[src/core/pid_pkg.sv]
package pid_pkg;
    // ****************************************
    // Timing
    // ****************************************
    localparam int CLK_HZ = 10_000_000;
    localparam int TICK_MS = 5;
    localparam int TICK_CYCLES = CLK_HZ / 1000 * TICK_MS;
    localparam int PERIOD_MIN_STEPS = 1;
    localparam int PERIOD_MAX_STEPS = 200;
    localparam int STEP_W = 8;
    localparam int TICK_W = 16;

    // ****************************************
    // Sources
    // ****************************************
    localparam int NUM_IO = 4;
    localparam int NUM_SRC = 5;
    localparam logic [2:0] SRC_TIMER = 3'h0;
    localparam logic [2:0] SRC_IO0 = 3'h1;
    localparam logic [2:0] SRC_NONE = 3'h7;

    typedef struct packed {
        logic valid;
        logic [2:0] src;
    } pid_dispatch_t;
endpackage : pid_pkg

[src/core/pid_timer.sv]
`timescale 1ns/1ps
module pid_timer (
    input wire logic clock,
    input wire logic srst,
    input wire logic run,
    input wire logic [pid_pkg::STEP_W-1:0] period_steps,
    output logic tick
);
    logic [pid_pkg::TICK_W-1:0] cnt;
    logic [pid_pkg::STEP_W-1:0] steps;
    logic [pid_pkg::TICK_W-1:0] next_cnt;
    logic [pid_pkg::STEP_W-1:0] next_steps;
    logic next_tick;
    logic [pid_pkg::STEP_W-1:0] limit;

    always_comb begin
        // Clamp to the legal 5 ms .. 1000 ms range
        limit = period_steps;
        if (period_steps < pid_pkg::STEP_W'(pid_pkg::PERIOD_MIN_STEPS)) begin
            limit = pid_pkg::STEP_W'(pid_pkg::PERIOD_MIN_STEPS);
        end else if (period_steps > pid_pkg::STEP_W'(pid_pkg::PERIOD_MAX_STEPS)) begin
            limit = pid_pkg::STEP_W'(pid_pkg::PERIOD_MAX_STEPS);
        end
        next_cnt = cnt;
        next_steps = steps;
        next_tick = 1'b0;
        if (!run) begin
            next_cnt = '0;
            next_steps = '0;
        end else if (cnt == pid_pkg::TICK_W'(pid_pkg::TICK_CYCLES - 1)) begin
            next_cnt = '0;
            if (steps + 8'h01 >= limit) begin
                next_steps = '0;
                next_tick = 1'b1;
            end else begin
                next_steps = steps + 8'h01;
            end
        end else begin
            next_cnt = cnt + 16'h0001;
        end
    end

    always_ff @(posedge clock) begin
        if (srst) begin
            cnt <= '0;
            steps <= '0;
            tick <= 1'b0;
        end else begin
            cnt <= next_cnt;
            steps <= next_steps;
            tick <= next_tick;
        end
    end
endmodule : pid_timer

[src/core/pid_dispatcher.sv]
`timescale 1ns/1ps
// How it works
// - The timer request, level 0, is dispatched before any I/O request, level 1.
// - I/O requests rank 0 to 3 for sources one to four, 0 most urgent.
// - Requests during a running handler wait and then go one by one in priority order.
// - The mask command blocks dispatch but keeps requests; the unmask command releases them.
// - Interrupts stay masked through the first scan after entering run and unmask at the second.
// - I/O source 0 is the interrupt module nearest the CPU, higher numbers farther away.
// - The timer request repeats every 5 to 1000 ms in 5 ms steps.
// - An enabled request suspends the scan and starts its handler on the clock after it turns pending.
module pid_dispatcher (
    input wire logic clock,
    input wire logic srst,
    input wire logic run_mode,
    input wire logic scan_end,
    input wire logic global_interrupt_mask_cmd,
    input wire logic global_interrupt_unmask_cmd,
    input wire logic [pid_pkg::STEP_W-1:0] timer_period_steps,
    input wire logic [pid_pkg::NUM_IO-1:0] io_irq,
    input wire logic handler_done,
    output pid_pkg::pid_dispatch_t dispatch,
    output logic handler_active,
    output logic scan_suspend,
    output logic [pid_pkg::NUM_SRC-1:0] pending
);
    // ****************************************
    // Input synchronisers
    // ****************************************
    // Module requests are asynchronous pins; two flops before any use
    logic [pid_pkg::NUM_IO-1:0] io_meta;
    logic [pid_pkg::NUM_IO-1:0] io_sync;
    logic [pid_pkg::NUM_IO-1:0] io_prev;
    logic [pid_pkg::NUM_IO-1:0] next_io_meta;
    logic [pid_pkg::NUM_IO-1:0] next_io_sync;
    logic [pid_pkg::NUM_IO-1:0] next_io_prev;

    always_comb begin
        next_io_meta = io_irq;
        next_io_sync = io_meta;
        next_io_prev = io_sync;
    end

    always_ff @(posedge clock) begin
        if (srst) begin
            io_meta <= '0;
            io_sync <= '0;
            io_prev <= '0;
        end else begin
            io_meta <= next_io_meta;
            io_sync <= next_io_sync;
            io_prev <= next_io_prev;
        end
    end

    // ****************************************
    // Timer source
    // ****************************************
    logic timer_tick;

    pid_timer u_timer (
        .clock(clock),
        .srst(srst),
        .run(run_mode),
        .period_steps(timer_period_steps),
        .tick(timer_tick)
    );

    // ****************************************
    // Pending latches and enable state
    // ****************************************
    typedef enum logic [1:0] {PID_HALT, PID_FIRST_SCAN, PID_RUNNING} pid_mode_t;

    pid_mode_t mode;
    pid_mode_t next_mode;
    logic sw_enable;
    logic next_sw_enable;
    logic [pid_pkg::NUM_SRC-1:0] next_pending;
    logic [pid_pkg::NUM_SRC-1:0] raw_req;
    logic [pid_pkg::NUM_SRC-1:0] grant_onehot;
    logic next_handler_active;
    pid_pkg::pid_dispatch_t next_dispatch;
    logic enabled;
    logic [2:0] pick;
    logic found;
    logic next_scan_suspend;
    logic [pid_pkg::NUM_IO-1:0] io_rise;

    // One pulse per rise; a line held high requests only once
    assign io_rise = io_sync & ~io_prev;
    // Timer tick in bit 0, then the rising edge of each module line in physical slot order
    assign raw_req = {io_rise, timer_tick};

    always_comb begin
        next_mode = mode;
        case (mode)
            PID_HALT: begin
                if (run_mode) begin
                    next_mode = PID_FIRST_SCAN;
                end
            end
            PID_FIRST_SCAN: begin
                if (!run_mode) begin
                    next_mode = PID_HALT;
                end else if (scan_end) begin
                    next_mode = PID_RUNNING;
                end
            end
            PID_RUNNING: begin
                if (!run_mode) begin
                    next_mode = PID_HALT;
                end
            end
            default: begin
                next_mode = PID_HALT;
            end
        endcase
    end

    always_comb begin
        next_sw_enable = sw_enable;
        // Program command; unmask wins if both arrive together
        if (global_interrupt_mask_cmd) begin
            next_sw_enable = 1'b0;
        end
        if (global_interrupt_unmask_cmd) begin
            next_sw_enable = 1'b1;
        end
        if (mode == PID_HALT) begin
            next_sw_enable = 1'b1;
        end
    end

    // ****************************************
    // Priority pick
    // ****************************************
    always_comb begin
        found = 1'b0;
        pick = pid_pkg::SRC_NONE;
        // Lowest index wins: timer first, then I/O sources 0..3
        for (int i = 0; i < pid_pkg::NUM_SRC; i++) begin
            if (!found && pending[i]) begin
                found = 1'b1;
                pick = 3'(i);
            end
        end
    end

    // Masking holds requests, it never drops them
    assign enabled = (mode == PID_RUNNING) && sw_enable;

    // ****************************************
    // Dispatch and handler tracking
    // ****************************************
    always_comb begin
        next_dispatch = '{valid: 1'b0, src: pid_pkg::SRC_NONE};
        next_handler_active = handler_active;
        grant_onehot = '0;
        if (handler_active) begin
            // No preemption; new requests just stay pending
            if (handler_done) begin
                next_handler_active = 1'b0;
            end
        end else if (enabled && found) begin
            next_dispatch = '{valid: 1'b1, src: pick};
            next_handler_active = 1'b1;
            grant_onehot[pick] = 1'b1;
        end
        if (mode == PID_HALT) begin
            next_handler_active = 1'b0;
        end
        // Scan resumes in the same cycle the handler ends
        next_scan_suspend = next_handler_active;
    end

    // ****************************************
    // Per-source pending latches
    // ****************************************
    // New arrival beats the dispatch clear of the same source, so none is lost
    for (genvar s = 0; s < pid_pkg::NUM_SRC; s++) begin : g_pend
        assign next_pending[s] = (mode != PID_HALT)
            && (raw_req[s] || (pending[s] && !grant_onehot[s]));
    end

    // ****************************************
    // Registers
    // ****************************************
    always_ff @(posedge clock) begin
        if (srst) begin
            mode <= PID_HALT;
        end else begin
            mode <= next_mode;
        end
    end

    // Halt and reset both leave the program mask open
    always_ff @(posedge clock) begin
        if (srst) begin
            sw_enable <= 1'b1;
        end else begin
            sw_enable <= next_sw_enable;
        end
    end

    always_ff @(posedge clock) begin
        if (srst) begin
            pending <= '0;
        end else begin
            pending <= next_pending;
        end
    end

    // Outputs are flops so the far side never sees a decode glitch
    always_ff @(posedge clock) begin
        if (srst) begin
            handler_active <= 1'b0;
            dispatch <= '{valid: 1'b0, src: pid_pkg::SRC_NONE};
            scan_suspend <= 1'b0;
        end else begin
            handler_active <= next_handler_active;
            dispatch <= next_dispatch;
            scan_suspend <= next_scan_suspend;
        end
    end
endmodule : pid_dispatcher

[config.mk]
export PLATFORM = sky130hd
export DESIGN_NAME = pid_dispatcher
export DESIGN_NICKNAME = d
export VERILOG_FILES = /design/src/core/pid_pkg.sv /design/src/core/pid_timer.sv /design/src/core/pid_dispatcher.sv
export SDC_FILE = /design/constraint.sdc
export NUM_CORES = 1
export LEC_CHECK = 0
export BUFFER_PORTS_ARGS = -buffer_cell sky130_fd_sc_hd__buf_2
export CAP_MARGIN = 15
export CORE_AREA = 3 3 95 70
export CTS_BUF_LIST = sky130_fd_sc_hd__clkbuf_2 sky130_fd_sc_hd__clkbuf_4 sky130_fd_sc_hd__clkbuf_8
export CTS_CLUSTER_SIZE = 24
export DETAILED_ROUTE_END_ITERATION = 8
export DIE_AREA = 0 0 98 73
export GPL_TIMING_DRIVEN = 0
export SETUP_SLACK_MARGIN = 0.3
export SKIP_CTS_REPAIR_TIMING = 1
export SYNTH_ARGS = -nofsm -noshare
export SYNTH_HDL_FRONTEND = slang
export SYNTH_SLANG_ARGS = --single-unit
[constraint.sdc]
create_clock -name clock -period 4.4 [get_ports clock]
set_clock_uncertainty 0.2 [all_clocks]
set_input_delay 0.88 -clock clock [delete_from_list [all_inputs] [get_ports clock]]
set_output_delay 0.88 -clock clock [all_outputs]
set_load 0.1 [all_outputs]
==> summary.md <==
| Metric | Value |
|---|---|
| Post-synth top area cell | dfxtp_1 |
| Root Driver | clkbuf_8 |
| Area share of the largest cell type after synthesis | 44.0% |
| Most frequent cells after synthesis | dfxtp_1 (50), nand2_1 (20), nor2_1 (16), nor2b_1 (14), a21oi_1 (13) |
| Global-route wire length before repair | 7.45 mm |
| Ant. Diodes | 0 |
| Arrival @ worst endpoint | 3.23 ns |
| Pins Over Slew Limit | 0 |
| Setup TNS | 0 ns |
| HP Class | flop to flop |
| Largest cells by area after synthesis | dfxtp_1 (44%), ha_1 (5.5%), nor2b_1 (3.9%) |
| Cells after Synth | 242 |
| Synth Flop Type | dfxtp_1 |
| Critical Path RT | 4.38 ns |
| Met2 routed WL | 1.61 mm |
| Count leader, synth | dfxtp_1 |
| Total wire length | 4.26 mm |
| DR top layer | met4 |
| Antenna violations before repair | 0 |
| F_max | 308 MHz |
| Yosys warns | 0 |
| Status | finished, final reports clean |
| RSZ-0062 raised after global routing | no |
| DRC violations left | 0 |
| Die area | 7150 µm² |
| Row count | 23 |
| Clk pin slew, worst setup/hold paths | 0.10 ns |
| Final Net Count | 307 |
| Worst vdd ir | 155 µV |
| Crit path max fanout | 6 |
| Vias in the first global route | 1,639 |
| Worst slack, placed | 0.830 ns |
| CTS max path bufs | 2 |
| DP HPWL | 3.22 mm |
| Power density cells | 323 nW/µm² |
| GP Congestion | 0.728 |
| Synth Area per Inst | 9.40 µm² |
| Wire length on met3 | 207 µm |
| Clock sinks | 50 |
| Slew HR | 50.4% |
| IO Port Bufs | 29 |
| Gr usage total | 12.8% |
| Post-synth EDFFs | 0 |
| Boundary pin count | 30 |
| Pre-antenna DRT Iters | 4 |
| Placed Area | 2510 µm² |
| Mapped cell area | 2270 µm² |
| Layout cells sized above 1 | 17.2% |
| Final worst slack | 1.16 ns |
| Vias after detailed routing | 1,727 |
| Crit. End Element | flop |
| CTS tree | yes |
| Crit start category | primary input |
| Hold Fails Final Rpt | 0 |
| CP Class | primary input to flop |
| LEAKAGE | 0.00105 µW |
| Metal-1 WL | 2.38 mm |
| Cell area after layout | 2640 µm² |
| DIE WIDTH | 98 µm |
| Synth unique cells | 47 |
| MaxCap Viol Count | 0 |
| Filler instances | 573 |
| Die height | 73 µm |
| Multi-input gate area | 1180 µm² |
| Period minus WS final | 3.24 ns |
| Initial DRC count | 59 |
| Post-synth ARST share | 0% |
| Least-Margin Pin Slew | 0.734 ns |
| Wire per inst | 12.0 µm |
| H-Tree Depth | 2 |
| Initial Util | 39.7% |
| Sequential cell area fraction in the yosys report | 44.0% |
| Finish-stage setup viols | 0 |
| Skew-Pair Late Insertion Delay | 0.30 ns |
| Layout area overhead | 15.8% |
| Overflow left after global routing | 0 |
| Inserted Clock Buffers | 5 |
| Largest net degree at the start of global routing | 17 |
| Seq. cell area | 1000 µm² |
| Synth Net Count | 271 |
| Synthesis-stage register bit count | 50 |
| Hold WS | 0.221 ns |
| Routed Antenna Nets | 0 |
| Core area | 5730 µm² |
| Final cycle utilization of the critical path | 73.7% |
| DR vias/cell | 4.88 |
registers in the layout (all words and copies together), names as in the netlist:
register,cells
u_timer.tick,1
io_meta,4
sw_enable,1
dispatch,4
pending,5
io_sync,4
scan_suspend,1
io_prev,4
u_timer.steps,8
mode,2
u_timer.cnt,16
through the flow:
| stage | std cells | power [µW] | util (%) |
|---|---|---|---|
| floorplan | 242 | 503 | - |
| CTS | 354 | 863 | 46.0 |
| global route | 354 | 890 | 46.0 |
| finish | 354 | 852 | 46.0 |
| global placement | 346 | 521 | 43.9 |
| detailed placement | 346 | 522 | 43.9 |
path summary, 6_finish.rpt:
| path | depth (start not counted) | slack [ns] | from | endpoint |
|---|---|---|---|---|
| min | 1 | 0.22 | io_meta[1] | io_sync[1] |
| max reg2reg | 10 | 1.40 | u_timer.steps[0] | u_timer.steps[5] |
| min reg2reg | 1 | 0.22 | io_meta[1] | io_sync[1] |
| max | 10 | 1.16 | timer_period_steps[0] | u_timer.steps[5] |
cell families (layout without fill, tap and decap cells):
| logic type | count (synthesis) | after routing | share of synthesized area (%) |
|---|---|---|---|
| buf+inv | 17 | 54 | 4.02 |
| simple gates | 99 | 99 | 24.5 |
| xor+xnor | 16 | 16 | 6.16 |
| flops | 50 | 50 | 44.0 |
| compound gates | 50 | 50 | 15.8 |
| fa+ha+maj | 10 | 10 | 5.50 |
routing by layer:
metal | global-route usage, % | vias up
met3 | 3.44 | 5
met5 | 0 | -
li1 | - | 926
met2 | 18.3 | 30
met4 | 5.07 | 0
met1 | 18.3 | 766
cells in the final DEF, fill, tap and decap left out, types with 3 or more instances in the layout:
cell / n
buf_6: 3
nand2_1: 20
clkbuf_8: 6
nand3_1: 7
buf_2: 30
nand4_1: 5
nand2b_1: 9
ha_1: 10
nor3_1: 5
o2111ai_1: 4
nor2_1: 16
nor2b_1: 14
xor2_1: 8
or3_1: 5
o21ai_1: 4
inv_1: 10
o21ai_0: 12
and4_1: 4
dfxtp_1: 50
a21oi_1: 13
xnor2_1: 8
worst max-delay path, cell delays in order:
cell,delay [ns]
buf_2,0.11
o31a_1,0.28
o311ai_0,0.46
nor2b_1,0.21
ha_1,0.24
nor3_1,0.06
or3_1,0.36
clkbuf_1,0.17
o211ai_2,0.33
o211ai_1,0.12
power breakdown:
group	switching (µW)	internal (µW)
Sequential	3.05	459
Combinational	27.8	21.3
Clock	154	187
area by class of cell:
class / count / area share [%]
buffer: 7 / 2.04
clock buffer: 6 / 3.13
clock inverter: 2 / 1.47
inverter: 10 / 1.42
multi-input combinational: 175 / 44.9
sequential: 50 / 38.0
tap: 75 / 3.56
timing repair buffer: 29 / 5.51
No activity file was read; power rests on OpenSTA's default activity.
